===== config.mk =====
export PLATFORM = sky130hd
export DESIGN_NAME = crtt_top
export DESIGN_NICKNAME = d
export VERILOG_FILES = /design/src/logic/crtt_pkg.sv /design/src/logic/crtt_top.sv
export SDC_FILE = /design/constraint.sdc
export NUM_CORES = 1
export LEC_CHECK = 0
export ABC_AREA = 1
export BUFFER_PORTS_ARGS = -buffer_cell sky130_fd_sc_hd__buf_4
export CORE_MARGIN = 1
export CORE_UTILIZATION = 45
export DETAILED_ROUTE_END_ITERATION = 10
export SETUP_SLACK_MARGIN = 0.1
export SLEW_MARGIN = 20
export SYNTH_ARGS = -nofsm -noshare
export SYNTH_HDL_FRONTEND = slang
export SYNTH_SLANG_ARGS = --single-unit

===== constraint.sdc =====
create_clock -name MCLK -period 15.4 [get_ports MCLK]
set_input_delay 3.08 -clock MCLK [delete_from_list [all_inputs] [get_ports MCLK]]
set_output_delay 3.08 -clock MCLK [all_outputs]
set_load 0.005 [all_outputs]

===== src/logic/crtt_pkg.sv =====
`default_nettype none
package crtt_pkg;
  localparam int unsigned AW            = 32;
  localparam int unsigned DW            = 32;
  localparam int unsigned NMB           = 16;
  localparam int unsigned NFLAG         = 16;
  localparam logic [7:0]  ERR_WARN_LVL  = 8'h60;
  // Interrupt flag bit positions
  localparam int unsigned FL_STATE      = 0;
  localparam int unsigned FL_DATA_RX    = 1;
  localparam int unsigned FL_REMOTE_RX  = 2;
  localparam int unsigned FL_TEC_WARN   = 3;
  localparam int unsigned FL_REC_WARN   = 4;
  localparam int unsigned FL_PASSIVE    = 5;
  localparam int unsigned FL_BUSOFF     = 6;
  localparam int unsigned FL_OVERLOAD   = 7;
  localparam int unsigned FL_TX_DONE    = 8;
  localparam int unsigned FL_OVERRUN    = 9;
  localparam int unsigned FL_MSG_ERR    = 13;
  // Descriptor word offsets (bytes)
  localparam logic [AW-1:0] OFS_MODE    = 32'h0000_0000;
  localparam logic [AW-1:0] OFS_SRC     = 32'h0000_0004;
  localparam logic [AW-1:0] OFS_DST     = 32'h0000_0008;
  localparam logic [AW-1:0] OFS_CNT     = 32'h0000_000c;
  localparam logic [AW-1:0] OFS_SHORT_S = 32'h0000_0004;
  localparam logic [AW-1:0] OFS_SHORT_D = 32'h0000_0008;
  localparam logic [AW-1:0] ALIGN_MASK  = 32'hffff_fffc;
  localparam logic [AW-1:0] SHORT_MASK  = 32'h00ff_ffff;
  // Mode field a: [7:6] transfer mode, [5:4] size, [3:2] source step
  // Mode field b: [7] chain, [6] irq per transfer, [4] block on source, [3:2] dest step
  localparam int unsigned MA_MD  = 6;
  localparam int unsigned MA_SZ  = 4;
  localparam int unsigned MA_SM  = 2;
  localparam int unsigned MB_CHN = 7;
  localparam int unsigned MB_DIS = 6;
  localparam int unsigned MB_DTS = 4;
  localparam int unsigned MB_DM  = 2;
  localparam logic [1:0] MD_NORMAL = 2'h0;
  localparam logic [1:0] MD_REPEAT = 2'h1;
  localparam logic [1:0] MD_BLOCK  = 2'h2;
  localparam logic [1:0] STEP_INC  = 2'h2;
  localparam logic [1:0] STEP_DEC  = 2'h3;
  localparam logic [1:0] SZ_BYTE   = 2'h0;
  localparam logic [1:0] SZ_WORD   = 2'h1;
  typedef enum logic [3:0] {
    S_IDLE, S_VEC, S_MODE, S_SRC, S_DST, S_CNT, S_RD, S_WR, S_WB_S, S_WB_D,
    S_WB_C, S_NEXT, S_DONE
  } crtt_st_t;
endpackage
`default_nettype wire


===== src/logic/crtt_top.sv =====
// What this block does
// - Any mailbox data frame sets shared data flag; remote frame sets remote flag.
// - Mailbox-zero interrupt comes from mailbox 0 remote or data pending bit.
// - Other-mailbox interrupt comes from pending bits of mailboxes 1 to 15.
// - Only the mailbox-zero interrupt may start the transfer engine.
// - Transmit and receive error counts at 96 or above set separate warning flags.
// - Error-passive on flag 5, bus-off entry or recovery on flag 6.
// - Message error on flag 13 only in test mode, never a trigger.
// - Flag 0 set on completed move into reset, halt or sleep.
// - Overload frame on flag 7, overrun on flag 9, both overrun interrupt.
// - In sleep mode, bus activity sets flag 1.
// - Transmit done or disabled sets flag 8, never a trigger.
// - Sixteen mailboxes, fifteen configurable, mailbox zero receive only.
// - Each request loads descriptor unless read skip reuses the held one, transfers, then writes descriptor back.
// - Vector entry of the source gives descriptor address, then descriptor read.
// - Descriptor address low two bits forced to zero.
// - Source and destination addresses step per mode fields independently.
// - Primary count decrements by one per transfer.
// - Updated address and count fields stored back to descriptor.
// - Normal, repeat and block modes; byte, word and long word sizes.
// - Chain bit makes one request process several descriptors.
// - CPU interrupt after every transfer, or at end of count in normal and block modes only.
// - Descriptor read skip option and short address mode supported.
// - In block mode, block count decrements once per whole block.
`default_nettype none
module crtt_top
  import crtt_pkg::*;
(
  input  wire logic             MCLK,
  input  wire logic             RST,
  input  wire logic [NMB-1:0]   DATA_FRAME_RX_STB,
  input  wire logic [NMB-1:0]   REMOTE_FRAME_RX_STB,
  input  wire logic [NMB-1:0]   MB_PEND_CLR,
  input  wire logic [NFLAG-1:0] FLAG_CLR,
  input  wire logic             TX_DONE_STB,
  input  wire logic [7:0]       TEC,
  input  wire logic [7:0]       REC,
  input  wire logic             ERR_PASSIVE_STB,
  input  wire logic             BUSOFF_STB,
  input  wire logic             MSG_ERR_STB,
  input  wire logic             TEST_MODE,
  input  wire logic             STATE_ENTERED_STB,
  input  wire logic             OVERLOAD_STB,
  input  wire logic             OVERRUN_STB,
  input  wire logic             SLEEP_MODE,
  input  wire logic             BUS_ACTIVITY,
  input  wire logic             TRIG_ENABLE_SET,
  input  wire logic [AW-1:0]    VECTOR_ADDR,
  input  wire logic             READ_SKIP,
  input  wire logic             SHORT_ADDR,
  output logic [NFLAG-1:0]      INTERRUPT_FLAG_BITS,
  output logic [NMB-1:0]        DATA_FRAME_PENDING_BITS,
  output logic [NMB-1:0]        REMOTE_FRAME_PENDING_BITS,
  output logic                  MAILBOX_ZERO_RX_IRQ,
  output logic                  OTHER_MAILBOX_RX_IRQ,
  output logic                  ERROR_STATE_IRQ,
  output logic                  OVERRUN_GROUP_IRQ,
  output logic                  TRANSMIT_DONE_IRQ,
  output logic                  TRIG_ENABLE,
  output logic                  ENGINE_BUSY,
  output logic                  CPU_IRQ,
  output logic                  BUS_REQ,
  output logic                  BUS_WE,
  output logic [AW-1:0]         BUS_ADDR,
  output logic [DW-1:0]         BUS_WDATA,
  output logic [1:0]            BUS_SIZE,
  input  wire logic             BUS_ACK,
  input  wire logic [DW-1:0]    BUS_RDATA
);
  typedef struct packed {
    logic [NFLAG-1:0] flg;
    logic [NMB-1:0]   dpend;
    logic [NMB-1:0]   rpend;
    logic             act_s1;
    logic             act_s2;
    logic             en;
    logic             irq;
    crtt_st_t         st;
    logic [AW-1:0]    dptr;
    logic [7:0]       ma;
    logic [7:0]       mb;
    logic [AW-1:0]    src;
    logic [AW-1:0]    dst;
    logic [15:0]      primary_count_field;
    logic [15:0]      block_count_field;
    logic [DW-1:0]    data;
    logic             loaded;
    logic             fwd;
  } crtt_state_t;

  crtt_state_t s_r, s_nxt;
  logic        act_in;
  logic [AW-1:0] step;
  logic [7:0]  blksz;
  logic        blk_end;
  logic        cnt_end;

  function automatic logic [AW-1:0] stepped(input logic [AW-1:0] a, input logic [1:0] m,
                                             input logic [AW-1:0] d);
    if (m == STEP_INC) stepped = a + d;
    else if (m == STEP_DEC) stepped = a - d;
    else stepped = a;
  endfunction

  always_comb begin
    s_nxt  = s_r;
    // Mailbox zero pending only; the other sources are never wired in
    act_in = s_r.dpend[0] | s_r.rpend[0];
    // Pending kept for the CPU must not restart the engine until it is cleared
    if (!act_in) s_nxt.fwd = 1'b0;
    case (s_r.ma[MA_SZ +: 2])
      SZ_BYTE: step = 32'h0000_0001;
      SZ_WORD: step = 32'h0000_0002;
      default: step = 32'h0000_0004;
    endcase
    blksz   = s_r.primary_count_field[15:8];
    blk_end = (s_r.ma[MA_MD +: 2] == MD_BLOCK) ? (s_r.primary_count_field[7:0] == 8'h01) : 1'b1;
    cnt_end = (s_r.ma[MA_MD +: 2] == MD_BLOCK) ? (s_r.block_count_field == 16'h0001)
            : (s_r.primary_count_field == 16'h0001);
    for (int i = 0; i < NMB; i++) begin
      // Set wins over clear
      s_nxt.dpend[i] = DATA_FRAME_RX_STB[i] | (s_r.dpend[i] & ~MB_PEND_CLR[i]);
      s_nxt.rpend[i] = REMOTE_FRAME_RX_STB[i] | (s_r.rpend[i] & ~MB_PEND_CLR[i]);
    end
    s_nxt.flg = s_r.flg & ~FLAG_CLR;
    if (|DATA_FRAME_RX_STB) s_nxt.flg[FL_DATA_RX] = 1'b1;
    if (|REMOTE_FRAME_RX_STB) s_nxt.flg[FL_REMOTE_RX] = 1'b1;
    if (TEC >= ERR_WARN_LVL) s_nxt.flg[FL_TEC_WARN] = 1'b1;
    if (REC >= ERR_WARN_LVL) s_nxt.flg[FL_REC_WARN] = 1'b1;
    if (ERR_PASSIVE_STB) s_nxt.flg[FL_PASSIVE] = 1'b1;
    if (BUSOFF_STB) s_nxt.flg[FL_BUSOFF] = 1'b1;
    if (MSG_ERR_STB && TEST_MODE) s_nxt.flg[FL_MSG_ERR] = 1'b1;
    if (STATE_ENTERED_STB) s_nxt.flg[FL_STATE] = 1'b1;
    if (OVERLOAD_STB) s_nxt.flg[FL_OVERLOAD] = 1'b1;
    if (OVERRUN_STB) s_nxt.flg[FL_OVERRUN] = 1'b1;
    if (SLEEP_MODE && s_r.act_s2) s_nxt.flg[FL_DATA_RX] = 1'b1;
    if (TX_DONE_STB) s_nxt.flg[FL_TX_DONE] = 1'b1;
    s_nxt.act_s1 = BUS_ACTIVITY;
    s_nxt.act_s2 = s_r.act_s1;
    s_nxt.irq    = 1'b0;
    if (TRIG_ENABLE_SET) s_nxt.en = 1'b1;
    case (s_r.st)
      S_IDLE: begin
        if (act_in && s_r.en && !s_r.fwd) s_nxt.st = S_VEC;
      end
      S_VEC: if (BUS_ACK) begin
        s_nxt.dptr = BUS_RDATA & ALIGN_MASK;
        s_nxt.st   = (READ_SKIP && s_r.loaded) ? S_RD : S_MODE;
      end
      S_MODE: if (BUS_ACK) begin
        s_nxt.ma = BUS_RDATA[15:8];
        s_nxt.mb = BUS_RDATA[7:0];
        s_nxt.st = S_SRC;
      end
      S_SRC: if (BUS_ACK) begin
        s_nxt.src = SHORT_ADDR ? (BUS_RDATA & SHORT_MASK) : BUS_RDATA;
        s_nxt.st  = S_DST;
      end
      S_DST: if (BUS_ACK) begin
        s_nxt.dst = SHORT_ADDR ? (BUS_RDATA & SHORT_MASK) : BUS_RDATA;
        s_nxt.st  = S_CNT;
      end
      S_CNT: if (BUS_ACK) begin
        s_nxt.primary_count_field    = BUS_RDATA[31:16];
        s_nxt.block_count_field    = BUS_RDATA[15:0];
        s_nxt.loaded = 1'b1;
        s_nxt.st     = S_RD;
      end
      S_RD: if (BUS_ACK) begin
        s_nxt.data = BUS_RDATA;
        s_nxt.st   = S_WR;
      end
      S_WR: if (BUS_ACK) begin
        s_nxt.src = stepped(s_r.src, s_r.ma[MA_SM +: 2], step);
        s_nxt.dst = stepped(s_r.dst, s_r.mb[MB_DM +: 2], step);
        if (s_r.ma[MA_MD +: 2] == MD_BLOCK) begin
          if (blk_end) begin
            s_nxt.primary_count_field = {blksz, blksz};
            s_nxt.block_count_field = s_r.block_count_field - 16'h0001;
            // Block area is rewound after each block
            if (s_r.mb[MB_DTS]) s_nxt.src = s_r.src - {24'h0, blksz - 8'h01} * step;
            else s_nxt.dst = s_r.dst - {24'h0, blksz - 8'h01} * step;
            s_nxt.st = S_WB_S;
          end else begin
            s_nxt.primary_count_field = {s_r.primary_count_field[15:8], s_r.primary_count_field[7:0] - 8'h01};
          end
        end else begin
          s_nxt.primary_count_field = s_r.primary_count_field - 16'h0001;
          if (s_r.ma[MA_MD +: 2] == MD_REPEAT && cnt_end) s_nxt.primary_count_field = s_r.block_count_field;
          s_nxt.st  = S_WB_S;
        end
        if (!(s_r.ma[MA_MD +: 2] == MD_BLOCK && !blk_end)) s_nxt.st = S_WB_S;
        else s_nxt.st = S_RD;
      end
      S_WB_S: if (BUS_ACK) s_nxt.st = S_WB_D;
      S_WB_D: if (BUS_ACK) s_nxt.st = S_WB_C;
      S_WB_C: if (BUS_ACK) s_nxt.st = S_NEXT;
      S_NEXT: begin
        if (s_r.mb[MB_CHN]) begin
          s_nxt.dptr = s_r.dptr + OFS_CNT + 32'h0000_0004;
          s_nxt.st   = S_MODE;
        end else s_nxt.st = S_DONE;
      end
      S_DONE: begin
        if (s_r.mb[MB_DIS] || (s_r.ma[MA_MD +: 2] != MD_REPEAT &&
            (s_r.ma[MA_MD +: 2] == MD_BLOCK ? s_r.block_count_field == 16'h0000 : s_r.primary_count_field == 16'h0000))) begin
          s_nxt.irq = 1'b1;
          s_nxt.fwd = 1'b1;
          if (!s_r.mb[MB_DIS]) s_nxt.en = TRIG_ENABLE_SET;
        end else begin
          // CPU sees nothing; the trigger condition is consumed here
          s_nxt.dpend[0] = DATA_FRAME_RX_STB[0];
          s_nxt.rpend[0] = REMOTE_FRAME_RX_STB[0];
        end
        s_nxt.st = S_IDLE;
      end
      default: s_nxt.st = S_IDLE;
    endcase
  end

  always_ff @(posedge MCLK or posedge RST) begin
    if (RST) begin
      s_r <= '{st: S_IDLE, default: '0};
    end else begin
      s_r <= s_nxt;
    end
  end

  always_comb begin
    BUS_REQ   = 1'b1;
    BUS_WE    = 1'b0;
    BUS_ADDR  = s_r.dptr;
    BUS_WDATA = s_r.data;
    BUS_SIZE  = 2'h2;
    case (s_r.st)
      S_VEC:  BUS_ADDR = VECTOR_ADDR;
      S_MODE: BUS_ADDR = s_r.dptr + OFS_MODE;
      S_SRC:  BUS_ADDR = s_r.dptr + (SHORT_ADDR ? OFS_SHORT_S : OFS_SRC);
      S_DST:  BUS_ADDR = s_r.dptr + (SHORT_ADDR ? OFS_SHORT_D : OFS_DST);
      S_CNT:  BUS_ADDR = s_r.dptr + OFS_CNT;
      S_RD: begin
        BUS_ADDR = s_r.src;
        BUS_SIZE = s_r.ma[MA_SZ +: 2];
      end
      S_WR: begin
        BUS_ADDR = s_r.dst;
        BUS_WE   = 1'b1;
        BUS_SIZE = s_r.ma[MA_SZ +: 2];
      end
      S_WB_S: begin
        BUS_ADDR = s_r.dptr + OFS_SRC;
        BUS_WE   = 1'b1;
        BUS_WDATA = s_r.src;
      end
      S_WB_D: begin
        BUS_ADDR = s_r.dptr + OFS_DST;
        BUS_WE   = 1'b1;
        BUS_WDATA = s_r.dst;
      end
      S_WB_C: begin
        BUS_ADDR = s_r.dptr + OFS_CNT;
        BUS_WE   = 1'b1;
        BUS_WDATA = {s_r.primary_count_field, s_r.block_count_field};
      end
      default: BUS_REQ = 1'b0;
    endcase
  end

  // Mailbox 0 is fixed receive-only; the other fifteen are set by the controller
  assign INTERRUPT_FLAG_BITS       = s_r.flg;
  assign DATA_FRAME_PENDING_BITS   = s_r.dpend;
  assign REMOTE_FRAME_PENDING_BITS = s_r.rpend;
  assign MAILBOX_ZERO_RX_IRQ  = s_r.dpend[0] | s_r.rpend[0];
  assign OTHER_MAILBOX_RX_IRQ = |(s_r.dpend[NMB-1:1] | s_r.rpend[NMB-1:1]);
  assign ERROR_STATE_IRQ = s_r.flg[FL_TEC_WARN] | s_r.flg[FL_REC_WARN] | s_r.flg[FL_PASSIVE]
                         | s_r.flg[FL_BUSOFF] | s_r.flg[FL_MSG_ERR] | s_r.flg[FL_STATE];
  assign OVERRUN_GROUP_IRQ = s_r.flg[FL_OVERLOAD] | s_r.flg[FL_OVERRUN] | s_r.flg[FL_DATA_RX]
                           & SLEEP_MODE;
  assign TRANSMIT_DONE_IRQ = s_r.flg[FL_TX_DONE];
  assign TRIG_ENABLE = s_r.en;
  assign ENGINE_BUSY = (s_r.st != S_IDLE);
  assign CPU_IRQ     = s_r.irq;

  property p_warn;
    @(posedge MCLK) disable iff (RST) (TEC >= ERR_WARN_LVL) |=> s_r.flg[FL_TEC_WARN];
  endproperty
  a_warn: assert property (p_warn) else $error("tec warn missing");
  property p_mz;
    @(posedge MCLK) disable iff (RST) $rose(DATA_FRAME_RX_STB[0]) |=> MAILBOX_ZERO_RX_IRQ;
  endproperty
  a_mz: assert property (p_mz) else $error("mb0 irq missing");
  property p_msg;
    @(posedge MCLK) disable iff (RST)
      (MSG_ERR_STB && !TEST_MODE && !s_r.flg[FL_MSG_ERR] && !FLAG_CLR[FL_MSG_ERR])
      |=> !s_r.flg[FL_MSG_ERR];
  endproperty
  a_msg: assert property (p_msg) else $error("msg err outside test");
  property p_start;
    @(posedge MCLK) disable iff (RST) (s_r.st == S_IDLE && !TRIG_ENABLE) |=> !ENGINE_BUSY;
  endproperty
  a_start: assert property (p_start) else $error("start while disabled");
  property p_remote;
    @(posedge MCLK) disable iff (RST) (|REMOTE_FRAME_RX_STB) |=> s_r.flg[FL_REMOTE_RX];
  endproperty
  a_remote: assert property (p_remote) else $error("remote flag missing");
  property p_ovr;
    @(posedge MCLK) disable iff (RST) OVERRUN_STB |=> OVERRUN_GROUP_IRQ;
  endproperty
  a_ovr: assert property (p_ovr) else $error("overrun irq missing");
  property p_dis;
    @(posedge MCLK) disable iff (RST) (s_r.st == S_DONE && s_r.mb[MB_DIS]) |=> CPU_IRQ;
  endproperty
  a_dis: assert property (p_dis) else $error("per transfer irq missing");
  property p_keep;
    @(posedge MCLK) disable iff (RST)
      (s_r.st == S_DONE && MAILBOX_ZERO_RX_IRQ && !MB_PEND_CLR[0] && !DATA_FRAME_RX_STB[0]
       && !REMOTE_FRAME_RX_STB[0]) |=> (MAILBOX_ZERO_RX_IRQ == CPU_IRQ);
  endproperty
  a_keep: assert property (p_keep) else $error("mb0 pending not handed over");
  property p_align;
    @(posedge MCLK) disable iff (RST) (s_r.st == S_MODE) |-> (BUS_ADDR[1:0] == 2'h0);
  endproperty
  a_align: assert property (p_align) else $error("descriptor unaligned");
  property p_trig;
    @(posedge MCLK) disable iff (RST)
      (s_r.st == S_IDLE && $past(s_r.st) == S_IDLE) ##1 (s_r.st == S_VEC)
      |-> $past(MAILBOX_ZERO_RX_IRQ);
  endproperty
  a_trig: assert property (p_trig) else $error("start without mb0");
  property p_cnt;
    @(posedge MCLK) disable iff (RST)
      (s_r.st == S_WR && BUS_ACK && s_r.ma[MA_MD +: 2] == MD_NORMAL)
      |=> (s_r.primary_count_field == $past(s_r.primary_count_field) - 16'h0001);
  endproperty
  a_cnt: assert property (p_cnt) else $error("count not decremented");
  property p_wb;
    @(posedge MCLK) disable iff (RST) (s_r.st == S_WB_S) |-> (BUS_WE && BUS_REQ);
  endproperty
  a_wb: assert property (p_wb) else $error("write back missing");
  c_xfer: cover property (@(posedge MCLK) disable iff (RST) s_r.st == S_WB_C && BUS_ACK);
  c_irq:  cover property (@(posedge MCLK) disable iff (RST) CPU_IRQ);
  c_chain: cover property (@(posedge MCLK) disable iff (RST) s_r.st == S_NEXT && s_r.mb[MB_CHN]);
  c_block: cover property (@(posedge MCLK) disable iff (RST)
    s_r.st == S_WR && BUS_ACK && s_r.ma[MA_MD +: 2] == MD_BLOCK && blk_end);
  c_skip: cover property (@(posedge MCLK) disable iff (RST)
    s_r.st == S_VEC && BUS_ACK && READ_SKIP && s_r.loaded);
endmodule
`default_nettype wire


==> run summary <==
HOLD PATH
--------------------------------------------------------------------------------
Path class of the lowest-slack min-delay path                       register to register

CLOCKING
--------------------------------------------------------------------------------
Level count of the clock H-tree                                                1
Post-cts repair resize count                                                   0
CTS tree                                                                   built
Clock-pin transition on the worst setup and hold timing paths            0.06 ns
Clock insertion delay at the later pin of the skew report                0.60 ns
Sinks on Clock Net                                                           227
Clock Tree Root                                                        clkbuf_16
Worst-case clock buffer depth                                                  3
Number of buffers inserted by post-CTS setup repair                            0
TritonCTS buffer count                                                        28
Count of hold buffers inserted by post-cts repair                              0

SETUP PATH
--------------------------------------------------------------------------------
Worst setup SP type                                                     register
CP Data Required Time                                                   12.32 ns
Crit path kind                                                      register to output pin
Crit-path max FO                                                              17
Worst path arrival time                                                  4.97 ns
CP Capture Type                                                       output pin

SYNTH
--------------------------------------------------------------------------------
Synthesized flop and latch total                                             227
Syn Inst Count                                                              3452
Average cell area after synthesis                                       6.20 um2
Share of synthesized area occupied by flip-flops and latches               26.5%
Leading register cell type out of synthesis                              dfrtp_1
Ys Warns                                                                       0
Yosys top cell by area                                                   dfrtp_1
EDFF count, synth                                                              0
Dominant cells by area after synthesis                              dfrtp_1 27%, nand2_1 14%, inv_1 8.5%
Synth async-reset ratio                                                     100%
Nets in the synthesized netlist                                             3669
Area share of the largest cell type after synthesis                        26.5%
Synth cell types                                                              60
Synthesized area                                                       21400 um2

LAYOUT
--------------------------------------------------------------------------------
Most common cell after layout, fill and taps aside                       nand2_1
Nets@finish                                                                 3826
Antenna diodes                                                                 0
Util after Layout                                                          52.6%
Fraction of final layout cells with drive strength greater than 1          11.8%
Commonest cells after routing, fill and taps aside                  775 x nand2_1, 483 x inv_1, 472 x nor2_1, 297 x buf_4, 280 x nand3_1
Relative area change from synthesis to final layout                        14.9%

POWER AND IR DROP
--------------------------------------------------------------------------------
Leak                                                                   0.0117 uW
Maximum vdd drop                                                          111 uV
Switching share of power                                                   57.0%
Share of total power in the clock network                                  13.1%
Power per cell area                                                   235 nW/um2
Net Sw Power                                                             3290 uW
Fraction of power consumed by sequential logic                             21.6%
Part of the power in combinational logic                                   65.3%
Internal power summed over all cells                                     2480 uW

TIMING
--------------------------------------------------------------------------------
Number of endpoints with negative hold slack in the final report               0
Tightest slew margin relative to the limit                                 22.0%
Max-slew violation count                                                       0
Maximum frequency from static timing analysis                          0.124 GHz
Setup slack after layout                                                 7.35 ns
Setup violation total in the final timing report                               0
Final sum of negative setup slack                                           0 ns
Final period utilization                                                   52.3%
Unrepaired setup endpoints after global routing                            false
Layout Skew                                                            0.0386 ns
Final Critical Period                                                    8.05 ns
Pin slew with the least headroom to its limit                            1.17 ns

GRT
--------------------------------------------------------------------------------
Wire length of the first global-routing pass                           154000 um
All-layer global routing usage                                             43.3%
Number of global-route vias before repair                                  24531
Overflow left after global routing                                             0
Number of antenna violations at the first check in global routing              2
Maximum number of pins on one net before global-route repair                 108

DRT
--------------------------------------------------------------------------------
ANT nets after route                                                           0
DRT iter0 DRCs                                                              3916
DRC violation count after routing                                              3
Detailed-routing iteration count for the pre-antenna-repair pass              11
Via total after detailed routing                                           26203
Total wire length                                                      106000 um
Number of vias per cell after detailed routing                              6.18
DR WL/cell                                                               25.1 um

FLOORPLAN
--------------------------------------------------------------------------------
Die Span X                                                                220 um
Top-Level Pins                                                               284
Y dimension of the die                                                    220 um
Effective utilization at floorplan                                         45.8%
Die Area                                                               48400 um2
Placement row count                                                           79
Standard cell core area                                                46800 um2

OUTCOME
--------------------------------------------------------------------------------
Violations in the final reports                                              DRC
Outcome                                                             finished, violations left

JOB
--------------------------------------------------------------------------------
Count of maximum capacitance violations                                        0

PLACED DESIGN
--------------------------------------------------------------------------------
Pre-CTS WS                                                               8.04 ns
Half-perimeter wire length after placement                              83100 um
Final weighted congestion in routability-driven placement                   1.08
IO buf count                                                                 273

==> registers in the layout (all words and copies together) (netlist names) <==
signal / count
blksz: 8
CPU_IRQ: 1
s_r: 168
TRIG_ENABLE: 1
REMOTE_FRAME_PENDING_BITS: 16
DATA_FRAME_PENDING_BITS: 16
s_nxt: 1
INTERRUPT_FLAG_BITS: 16
==> critical path: stages, from the launching register on <==
cell and delay (ns):
dfrtp_1 0.45, nor2_1 0.26, nand2_1 0.58, nand2_1 0.68, inv_1 0.51, o21ai_0 0.80, inv_1 0.44, nor3_1 0.30
a211oi_1 0.08, o221ai_1 0.11, buf_4 0.16
==> cell usage after synthesis, drive strengths merged, types with 3 or more instances <==
cell,n
nor4,27
mux2,3
o22ai,46
nand2,786
xor2,54
nor2,500
nand3b,3
a221oi,16
fa,13
clkbuf,92
nor3b,4
xnor2,9
dfrtp,227
o21bai,21
o32ai,4
or2,11
buf,78
o211ai,32
a22oi,13
o31ai,9
nand4,80
a31oi,48
nand3,281
clkinv,4
o2111ai,29
inv,498
a211oi,5
o221ai,30
a21oi,156
ha,44
nor3,75
o21ai,237
==> layout make-up <==
cell class,count,area [um2]
Clock inverter,15,229
Timing Repair Buffer,297,2230
Inverter,502,1890
Tap cell,607,759
Fill cell,4758,22200
Sequential cell,227,5680
Clock buffer,36,781
Multi-Input combinational cell,2553,13000
==> kinds of logic after synthesis <==
logic type                 after synthesis  share of synthesized area (%)
AOI/OAI and AO/OA                      658                           18.5
xor gates and xnor gates                63                           2.61
adders and majority gates               57                           3.79
buffers and inverters                  672                           12.8
DFF                                    227                           26.5
muxes                                    3                          0.158
and+or+nand+nor                       1772                           35.6
==> per-stage QoR <==
step                hold WS, ns  cell area [um2]  std cells  total power (uW)
global placement          0.339            23600       4186              4770
floorplan                 0.331            21400       3452              3440
finish                    0.355            24600       4237              5770
detailed placement        0.338            23600       4186              4840
global route              0.363            24600       4237              6110
CTS                       0.358            24600       4237              5600
==> power groups by stage <==
stage / logic, uW / registers [uW] / clock network, uW
floorplan: 2430 / 1010 / 0
global placement: 3550 / 1220 / 0
detailed placement: 3610 / 1220 / 0
CTS: 3640 / 1220 / 751
global route: 4070 / 1260 / 776
finish: 3770 / 1250 / 754
==> per-layer routing <==
metal / vias to the layer above / track usage [%] / wire length [um]
met5: - / 0 / 29
li1: 11735 / - / -
met2: 1782 / 68.1 / 47200
met1: 12300 / 53.9 / 39900
met4: 4 / 25.7 / 7190
met3: 382 / 9.94 / 12000
==> final timing paths <==
path / endpoint / startpoint / cells past startpoint / slack, ns
max in group asynchronous: s_r[150]$_DFFE_PP0P_ / RST / 3 / 11.29
min in group asynchronous: s_r[105]$_DFFE_PP0P_ / RST / 2 / 2.63
setup reg to reg: s_r[81]$_DFFE_PP0P_ / blksz[0]$_DFFE_PP0P_ / 26 / 9.75
hold / removal: s_r[184]$_DFF_PP0_ / s_nxt[184]$_DFF_PP0_ / 0 / 0.36
hold reg to reg: s_r[184]$_DFF_PP0_ / s_nxt[184]$_DFF_PP0_ / 0 / 0.36
setup / recovery: BUS_ADDR[29] / s_r[179]$_DFFE_PP0P_ / 10 / 7.35
Power figures use the tool's default switching activity.
